--- config.mk ---
export PLATFORM = sky130hd
export DESIGN_NAME = msc_regs
export DESIGN_NICKNAME = d
export VERILOG_FILES = /design/src/common/msc_pkg.sv /design/src/rtl/msc_deadtime.sv /design/src/rtl/msc_regs.sv
export SDC_FILE = /design/constraint.sdc
export NUM_CORES = 1
export LEC_CHECK = 0
export BUFFER_PORTS_ARGS = -buffer_cell sky130_fd_sc_hd__buf_4
export CORE_MARGIN = 2
export CORE_UTILIZATION = 47
export CTS_CLUSTER_DIAMETER = 100
export CTS_CLUSTER_SIZE = 28
export DETAILED_ROUTE_END_ITERATION = 10
export PLACE_DENSITY = 0.76
export REMOVE_ABC_BUFFERS = 1
export SLEW_MARGIN = 20
export SYNTH_ARGS = -nofsm -noshare
export SYNTH_HDL_FRONTEND = slang
export SYNTH_SLANG_ARGS = --single-unit
--- constraint.sdc ---
create_clock -name sys_clk -period 2.7 [get_ports sys_clk]
set_clock_uncertainty 0.1 [all_clocks]
set_input_delay 0.27 -clock sys_clk [delete_from_list [all_inputs] [get_ports sys_clk]]
set_output_delay 0.27 -clock sys_clk [all_outputs]
set_load 0.005 [all_outputs]
--- src/common/msc_pkg.sv ---
package msc_pkg;
  // Register offsets and key addresses (byte offsets from base)
  localparam logic [10:0] OFF_CTRL_STATUS = 11'h000;
  localparam logic [10:0] OFF_IDENT_IRQ = 11'h004;
  localparam logic [10:0] OFF_DEADTIME = 11'h008;
  localparam logic [10:0] KEY_DT_ON = 11'h050;
  localparam logic [10:0] KEY_DT_OFF = 11'h054;
  localparam logic [10:0] KEY_RESET = 11'h060;
  localparam int ADDR_W = 11;

  // Set/clear flag vector: index 0..7 from bits 7..0, index 8..15 from bits 23..16
  localparam int JK_N = 16;
  localparam logic [15:0] JK_RESET = 16'h0800; // Software inhibit set, all else off
  localparam int JK_SET_LO = 0;
  localparam int JK_CLR_LO = 8;
  localparam int JK_SET_HI = 16;
  localparam int JK_CLR_HI = 24;

  // Status field positions
  localparam int ST_SRC_LSB = 28;
  localparam int ST_VME_IRQ = 27;
  localparam int ST_INT_IRQ = 26;
  localparam int ST_NEXT_EN = 15;
  localparam int ST_DT_EN = 13;
  localparam int ST_FIFO_LSB = 8;

  // Ident / interrupt control field positions
  localparam int ID_MOD_LSB = 16;
  localparam int ID_VER_LSB = 12;
  localparam int ID_IRQ_EN = 11;
  localparam int ID_LVL_LSB = 8;

  // Deadtime field positions
  localparam int DT_WIDTH_LSB = 8;
  localparam int DT_STEPS_W = 7;

  // Timing: 25 MHz clock, base step 120 ns
  localparam int CLK_PERIOD_NS = 40;
  localparam int STEP_BASE_NS = 120;
  localparam int STEP_BASE_CYC = STEP_BASE_NS / CLK_PERIOD_NS;
  localparam int STEP_MAX_CYC = STEP_BASE_CYC * 8;
  localparam int SUB_W = $clog2(STEP_MAX_CYC);

  // Reset values of writable interrupt control and deadtime fields
  localparam logic RST_IRQ_EN = 1'b0;
  localparam logic [2:0] RST_IRQ_LVL = 3'h0;
  localparam logic [7:0] RST_IRQ_VEC = 8'h00;
  localparam logic [6:0] RST_DT_STEPS = 7'h00;
  localparam logic [1:0] RST_DT_WIDTH = 2'h0;

  // State of the deadtime engine
  typedef struct packed {
    logic busy;
    logic accept;
    logic [6:0] steps_left;
    logic [SUB_W-1:0] sub;
  } msc_dt_state_t;

  // State of the register block
  typedef struct packed {
    logic [15:0] jk;
    logic dt_mode;
    logic irq_en;
    logic [2:0] irq_lvl;
    logic [7:0] irq_vec;
    logic [6:0] dt_steps;
    logic [1:0] dt_width;
    logic [31:0] rdata;
    logic ack;
    logic irq_req;
    logic irq_acked;
    logic [2:0] inh_sync;
    logic [2:0] clr_sync;
    logic [2:0] nxt_sync;
    logic [2:0] hit_sync;
    logic count_en;
    logic ext_clear;
    logic ext_next;
  } msc_state_t;
endpackage

--- src/rtl/msc_deadtime.sv ---
`timescale 1ns/100ps
module msc_deadtime (
  input wire logic sys_clk,
  input wire logic reset,
  input wire logic enable,
  input wire logic [msc_pkg::DT_STEPS_W-1:0] steps,
  input wire logic [1:0] width,
  input wire logic hit,
  output logic accept_q,
  output logic busy_q
);
  import msc_pkg::*;

  msc_dt_state_t s_q, s_d;
  logic [SUB_W-1:0] step_cyc;

  // Step width in cycles: 3, 6, 12, 24 clocks for codes 0..3
  always_comb begin
    step_cyc = SUB_W'(STEP_BASE_CYC << width);
  end

  // Exact count, so the applied deadtime never falls short and has no excess
  always_comb begin
    s_d = s_q;
    s_d.accept = 1'b0;
    if (s_q.busy) begin
      if (s_q.sub == '0) begin
        if (s_q.steps_left == '0) begin
          s_d.busy = 1'b0;
        end else begin
          s_d.steps_left = s_q.steps_left - 7'h01;
          s_d.sub = step_cyc - SUB_W'(1);
        end
      end else begin
        s_d.sub = s_q.sub - SUB_W'(1);
      end
    end else if (hit) begin
      s_d.accept = 1'b1;
      // Steps plus one, each step_cyc long
      s_d.busy = enable;
      s_d.steps_left = steps;
      s_d.sub = step_cyc - SUB_W'(1);
    end
  end

  always_ff @(posedge sys_clk or posedge reset) begin
    if (reset) begin
      s_q <= '0;
    end else begin
      s_q <= s_d;
    end
  end

  assign accept_q = s_q.accept;
  assign busy_q = s_q.busy;
endmodule

--- src/rtl/msc_regs.sv ---
`timescale 1ns/100ps
// Summary of operation
// - Each function has its own set and clear bit; zeros leave state unchanged.
// - Reading offset 0x0 returns live status, not the last written value.
// - Interrupt sources 3..0 enabled by bits 23..20, disabled by bits 31..28.
// - Software counting inhibit set by bit 19, cleared by bit 27.
// - External inhibit, clear, advance enabled by bits 18..16, disabled by 26..24.
// - Broadcast handshake controller role on by bit 7, off by bit 15.
// - Broadcast participation on by bit 6, off by bit 14.
// - Input test mode bits 5/13; internal test pulses bits 4/12.
// - Input mode bits set by bits 3,2 and cleared by bits 11,10.
// - FIFO test mode enabled by bit 1, disabled by bit 9.
// - User lamp on by bit 0, off by bit 8.
// - Reset leaves all off except software inhibit, input mode zero.
// - Ident register bits 31..16 module number digits, 15..12 firmware version.
// - Bits 7..0 hold the vector, driven on D7..D0 during acknowledge.
// - Bits 10..8 select request level, bit 11 enables requests, all writable.
// - Deadtime register: steps in bits 6..0, width code in bits 9..8.
// - Width code 0..3 selects 120, 240, 480 or 960 ns steps.
// - Applied deadtime equals steps plus one times step width.
// - Deadtime never shorter than nominal; excess bounded per step width.
// - Any write to key 0x050 turns deadtime on, to 0x054 turns it off.
// - Status reads 0x80300 after reset (software inhibit in bit 19), 0x80100 with the larger FIFO.
module msc_regs #(
  parameter logic [15:0] MODULE_ID = 16'h1234, // Arbitrary value
  parameter logic [3:0] FW_VERSION = 4'h1 // Arbitrary value
) (
  input wire logic sys_clk,
  input wire logic reset,
  input wire logic [msc_pkg::ADDR_W-1:0] bus_addr,
  input wire logic bus_wr,
  input wire logic bus_rd,
  input wire logic [31:0] bus_wdata,
  output logic [31:0] bus_rdata_q,
  output logic bus_ack_q,
  input wire logic iack,
  input wire logic [2:0] iack_level,
  input wire logic [3:0] irq_src,
  input wire logic [4:0] fifo_flags,
  input wire logic next_logic_en,
  input wire logic ext_inhibit,
  input wire logic ext_clear,
  input wire logic ext_next,
  input wire logic hit_in,
  output logic irq_req_q,
  output logic [2:0] irq_level_q,
  output logic [3:0] irq_src_en_q,
  output logic sw_inhibit_q,
  output logic ext_inhibit_en_q,
  output logic ext_clear_en_q,
  output logic ext_next_en_q,
  output logic hs_ctrl_q,
  output logic bcast_en_q,
  output logic in_test_q,
  output logic test_pulse_en_q,
  output logic [1:0] in_mode_q,
  output logic fifo_test_q,
  output logic lamp_q,
  output logic dt_mode_q,
  output logic count_en_q,
  output logic ext_clear_q,
  output logic ext_next_q,
  output logic hit_accept_q,
  output logic dt_busy_q
);
  import msc_pkg::*;

  msc_state_t s_q, s_d;
  logic [JK_N-1:0] jk_set;
  logic [JK_N-1:0] jk_clr;
  logic int_irq;
  logic vme_irq;
  logic [31:0] status;
  logic [31:0] ident;
  logic [31:0] deadtime_rd;
  logic wr_ctrl;
  logic wr_ident;
  logic wr_dt;
  logic key_reset;
  logic hit_edge;

  // Set and clear lanes of a control write, both halves of the word
  always_comb begin
    jk_set = {bus_wdata[JK_SET_HI +: 8], bus_wdata[JK_SET_LO +: 8]};
    jk_clr = {bus_wdata[JK_CLR_HI +: 8], bus_wdata[JK_CLR_LO +: 8]};
  end

  // Address decode; unmapped offsets are acknowledged but do nothing
  always_comb begin
    wr_ctrl = bus_wr && (bus_addr == OFF_CTRL_STATUS);
    wr_ident = bus_wr && (bus_addr == OFF_IDENT_IRQ);
    wr_dt = bus_wr && (bus_addr == OFF_DEADTIME);
    key_reset = bus_wr && (bus_addr == KEY_RESET);
  end

  // Internal flag reflects enabled sources; bus request also needs bit 11
  always_comb begin
    int_irq = |(irq_src & s_q.jk[15:12]);
    vme_irq = int_irq && s_q.irq_en;
  end

  // Status word assembled from live state, never from the last write
  always_comb begin
    status = '0;
    status[ST_SRC_LSB +: 4] = irq_src;
    status[ST_VME_IRQ] = vme_irq;
    status[ST_INT_IRQ] = int_irq;
    status[23:16] = s_q.jk[15:8];
    status[ST_NEXT_EN] = next_logic_en;
    status[ST_DT_EN] = s_q.dt_mode;
    status[ST_FIFO_LSB +: 5] = fifo_flags;
    status[7:0] = s_q.jk[7:0];
  end

  // Ident word: fixed upper fields, writable interrupt control below
  always_comb begin
    ident = '0;
    ident[ID_MOD_LSB +: 16] = MODULE_ID;
    ident[ID_VER_LSB +: 4] = FW_VERSION;
    ident[ID_IRQ_EN] = s_q.irq_en;
    ident[ID_LVL_LSB +: 3] = s_q.irq_lvl;
    ident[7:0] = s_q.irq_vec;
  end

  // Deadtime register is write only; the read path returns zero for it
  always_comb begin
    deadtime_rd = '0;
  end

  // Rising edge of the synchronised counting input
  always_comb begin
    hit_edge = s_q.hit_sync[1] && !s_q.hit_sync[2];
  end

  // Next-state logic for all register and pin state
  always_comb begin
    s_d = s_q;
    s_d.ack = 1'b0;
    s_d.rdata = '0;
    s_d.ext_clear = 1'b0;
    s_d.ext_next = 1'b0;

    // Set wins on a same-write conflict; the master must avoid that case
    if (wr_ctrl) begin
      s_d.jk = (s_q.jk | jk_set) & ~(jk_clr & ~jk_set);
    end
    if (wr_ident) begin
      s_d.irq_en = bus_wdata[ID_IRQ_EN];
      s_d.irq_lvl = bus_wdata[ID_LVL_LSB +: 3];
      s_d.irq_vec = bus_wdata[7:0];
    end
    // Taking new settings while deadtime runs is the master's hazard
    if (wr_dt) begin
      s_d.dt_steps = bus_wdata[DT_STEPS_W-1:0];
      s_d.dt_width = bus_wdata[DT_WIDTH_LSB +: 2];
    end
    if (bus_wr && (bus_addr == KEY_DT_ON)) begin
      s_d.dt_mode = 1'b1;
    end
    if (bus_wr && (bus_addr == KEY_DT_OFF)) begin
      s_d.dt_mode = 1'b0;
    end

    // Every strobe answers one cycle later
    if (bus_rd || bus_wr) begin
      s_d.ack = 1'b1;
    end
    if (bus_rd) begin
      case (bus_addr)
        OFF_CTRL_STATUS: s_d.rdata = status;
        OFF_IDENT_IRQ: s_d.rdata = ident;
        OFF_DEADTIME: s_d.rdata = deadtime_rd;
        default: s_d.rdata = '0;
      endcase
    end

    // Release on acknowledge: a matching acknowledge drops the request
    if (iack && s_q.irq_req && (iack_level == s_q.irq_lvl)) begin
      s_d.irq_acked = 1'b1;
      s_d.ack = 1'b1;
      s_d.rdata = {24'h000000, s_q.irq_vec};
    end else if (!vme_irq) begin
      s_d.irq_acked = 1'b0;
    end
    s_d.irq_req = vme_irq && !s_d.irq_acked;

    // Pin synchronisers, stage 0 feeds stage 1 only
    s_d.inh_sync = {s_q.inh_sync[1:0], ext_inhibit};
    s_d.clr_sync = {s_q.clr_sync[1:0], ext_clear};
    s_d.nxt_sync = {s_q.nxt_sync[1:0], ext_next};
    s_d.hit_sync = {s_q.hit_sync[1:0], hit_in};

    // Counting gate: software inhibit, plus the pin when its use is enabled
    s_d.count_en = !s_q.jk[11] && !(s_q.jk[10] && s_q.inh_sync[1]);
    s_d.ext_clear = s_q.jk[9] && s_q.clr_sync[1] && !s_q.clr_sync[2];
    s_d.ext_next = s_q.jk[8] && s_q.nxt_sync[1] && !s_q.nxt_sync[2];

    // Key reset returns the control state to its power-up values
    if (key_reset) begin
      s_d.jk = JK_RESET;
      s_d.dt_mode = 1'b0;
      s_d.irq_en = RST_IRQ_EN;
      s_d.irq_lvl = RST_IRQ_LVL;
      s_d.irq_vec = RST_IRQ_VEC;
      s_d.dt_steps = RST_DT_STEPS;
      s_d.dt_width = RST_DT_WIDTH;
      s_d.irq_req = 1'b0;
      s_d.irq_acked = 1'b0;
    end
  end

  // State register; power-up values match the key reset
  always_ff @(posedge sys_clk or posedge reset) begin
    if (reset) begin
      s_q <= '0;
      s_q.jk <= JK_RESET;
      s_q.irq_en <= RST_IRQ_EN;
      s_q.irq_lvl <= RST_IRQ_LVL;
      s_q.irq_vec <= RST_IRQ_VEC;
      s_q.dt_steps <= RST_DT_STEPS;
      s_q.dt_width <= RST_DT_WIDTH;
    end else begin
      s_q <= s_d;
    end
  end

  // Deadtime engine, gated by the deadtime mode flag
  msc_deadtime u_deadtime (
    .sys_clk(sys_clk),
    .reset(reset),
    .enable(s_q.dt_mode),
    .steps(s_q.dt_steps),
    .width(s_q.dt_width),
    .hit(hit_edge),
    .accept_q(hit_accept_q),
    .busy_q(dt_busy_q)
  );

  // Outputs straight from state flops
  assign bus_rdata_q = s_q.rdata;
  assign bus_ack_q = s_q.ack;
  assign irq_req_q = s_q.irq_req;
  assign irq_level_q = s_q.irq_lvl;
  assign irq_src_en_q = s_q.jk[15:12];
  assign sw_inhibit_q = s_q.jk[11];
  assign ext_inhibit_en_q = s_q.jk[10];
  assign ext_clear_en_q = s_q.jk[9];
  assign ext_next_en_q = s_q.jk[8];
  assign hs_ctrl_q = s_q.jk[7];
  assign bcast_en_q = s_q.jk[6];
  assign in_test_q = s_q.jk[5];
  assign test_pulse_en_q = s_q.jk[4];
  assign in_mode_q = s_q.jk[3:2];
  assign fifo_test_q = s_q.jk[1];
  assign lamp_q = s_q.jk[0];
  assign dt_mode_q = s_q.dt_mode;
  assign count_en_q = s_q.count_en;
  assign ext_clear_q = s_q.ext_clear;
  assign ext_next_q = s_q.ext_next;
endmodule

==> results.cfg <==
[sta]
min_period_over_period_pct = 87.4
finalSetupViolCount = 0
slew_headroom_pct = 62.5
period_minus_slack_ns = 2.36
max_freq_mhz = 424
finalHoldViolations = 0
maxSlewViolCount = 0
rsz0062_at_grt = false
worst_pin_slew_ns = 0.555

[drt]
drt-total-wl_um = 10700
drc_errors = 0
drt_first_pass_iters = 4
drt_iter0_markers = 220
vias_per_cell = 5.55
vias = 3303
routedWlPerCell_um = 17.9
drtAntennaViolNets = 0

[synth]
yosysWarnings = 0
netlist-cell-type-count = 58
synth_top_cell_by_area = dfrtp_1
yosys-top-cells-area = dfrtp_1 (55%), buf_4 (7.4%), a22o_1 (5.9%)
synth_top_area_share_pct = 55.3
synth_area_per_cell_um2 = 11.6
synth_edf_count = 0
syn_inst = 381
ys_seq_area_share_pct = 55.9
synth-async-reset-ratio_pct = 100
ys_ff_latch = 99
synth_area_um2 = 4440
synth_flop_cell = dfrtp_1

[min_path]
hp-class = input port to register
min_from = fifo_flags[4]
hold_depth = 2
min_delay_worst_endpoint = bus_rdata_q[12]

[place]
io_buffers = 121
gp_congestion = 0.844
hpwlAfterDp_um = 7660
dp.cells = 568

[critical_path]
rr_worst_depth = 6
start_kind = input port
crit_fanout = 9
worstReg2RegEnd = u_deadtime.s_q[6]
crit_arrival_ns = 2.51
crit_type = input port to register
critical_path.endpoint_type = register
critPathSlowestCell = or4b_1
r2r_setup_slack_ns = 0.46
crit_family = simple AND/OR/NAND/NOR gates
critical_path.cell_chain = dlygate4sd3_1, buf_4, or4b_1, or3_1, a32o_1
timing.rr.start = u_deadtime.s_q[5]
required_ns = 2.86
crit_path_max_incr_delay_ns = 0.65
crit_buf_inv = 2

[cts]
cts_max_level = 3
postCtsSetupBuffers = 0
clk_latency_ns = 0.37
clockBufferDepth = 2
clockRootBuffer = clkbuf_8
clkTransAtPathRegs_ns = 0.10
cts_hold_buf = 11
cts_tree = yes
cts_resized = 0
cts_buffers = 9
numClockSinks = 99

[die]
core_area_um2 = 9200
num_rows = 35
die_area_um2 = 10200
io_pins = 124
initial_utilization_pct = 48.2
die_x_um = 101
die_h_um = 101

[global_route]
grt_pass1_wl_um = 17100
gr-total-overflow = 0
grt_antenna_before_repair = 0
grt_max_degree = 62
grt_util_all_layers_pct = 21.6
grt_pass1_vias = 3236

[layout]
num_antenna_cells = 0
drive_gt1_share_pct = 33.1
area_growth_pct = 24.3
final_util_pct = 60.0
fill_cells = 764
stdcell_count = 595
nets = 547

[power]
ir_drop_uv = 293
power_density_nw_per_um2 = 486
cellLeakagePower_nw = 2.76

[flow_run]
cap_violations = 0

[status]
outcome = finished, final reports clean
[cells in the final DEF (no fill, tap or decap), drive strengths merged, types with 4 or more instances in the layout]
master       instances
o21ai                6
a21o                 7
buf                132
inv                 14
or3                  6
a32o                 9
o22ai                5
a22o                30
nor2                24
clkbuf               9
a31oi                7
a21oi                6
nor4                 4
nor4b                4
nand2               23
nand3                4
mux2i               11
nand2b               4
dfrtp               98
and2                12
nor3                 4
dlygate4sd3         11
[power breakdown]
| group | internal, W | leakage, nW | switching (W) | total (W) |
|---|---|---|---|---|
| logic | 0.000123 | 1.32 | 0.000118 | 0.000240 |
| clock network | 0.000361 | 0.0999 | 0.000556 | 0.000917 |
| registers | 0.00150 | 1.34 | 0.0000168 | 0.00152 |
[synth_stat cells (7+ instances only)]
| cell type | count |
|---|---|
| a21o_1 | 7 |
| a22o_1 | 30 |
| a31oi_1 | 7 |
| a32o_1 | 9 |
| and2_1 | 12 |
| buf_2 | 8 |
| buf_4 | 44 |
| dfrtp_1 | 98 |
| inv_1 | 9 |
| mux2i_1 | 11 |
| nand2_1 | 23 |
| nor2_1 | 24 |
[layer usage]
layer / vias to the layer above / wire [um] / track usage [%]
li1: 1533 / - / -
met5: - / 0 / 0
met4: 0 / 231 / 6.65
met2: 97 / 5310 / 35.0
met1: 1656 / 4690 / 29.5
met3: 17 / 439 / 4.42
[cell type report]
cell class	count	area [um^2]	area share [%]
clock inverter	7	65.1	1.18
sequential	99	2480	45.0
timing repair buffer	143	1130	20.4
tap	111	139	2.52
clock buffer	9	124	2.25
inverter	9	36.3	0.658
multi-input combinational	217	1550	28.0
[through the flow]
step	power (W)	TNS, ns	setup WS, ns	instance area (um^2)	hold WS, ns
2_1_floorplan	0.00165	-25.36	-0.259	4040	0.201
3_3_place_gp	0.00177	0	0.440	5220	0.233
3_5_place_dp	0.00178	0	0.389	5220	0.237
4_1_cts	0.00270	0	0.365	5510	0.00265
5_1_grt	0.00279	0	0.143	5510	0.00241
6_report	0.00268	0	0.341	5510	0.0161
[logic make-up (layout without fill, tap and decap cells)]
logic type	Yosys count	count (layout)	synth area share, %
fa+ha+maj	3	3	0.846
buf+inv	66	168	9.70
simple gates	102	102	13.0
other cells	1	2	0.0845
xor+xnor	4	4	0.790
compound gates	94	94	16.9
flops	99	99	55.9
mux	12	12	2.74
[state kept, by name (all words and copies together) (netlist names), 2 cells and up]
| name | count |
|---|---|
| bus_rdata_q | 30 |
| ident | 9 |
| in_mode_q | 2 |
| irq_level_q | 3 |
| irq_src_en_q | 4 |
| s_d | 8 |
| s_q | 13 |
| u_deadtime.s_q | 12 |
[worst max path at each step]
stage                      startpoint           end  slack (ns)  cells after the start
final                          bus_wr   fifo_test_q        0.34                      5
after CTS                      bus_wr   fifo_test_q        0.36                      5
after detailed placement  bus_addr[1]  in_mode_q[1]        0.39                      4
after global routing           bus_wr       s_q[57]        0.14                      6
after global placement    bus_addr[1]     in_test_q        0.44                      4
after floorplan                 reset    bcast_en_q       -0.26                      1
Note: power is estimated with default switching activity, not from simulation.
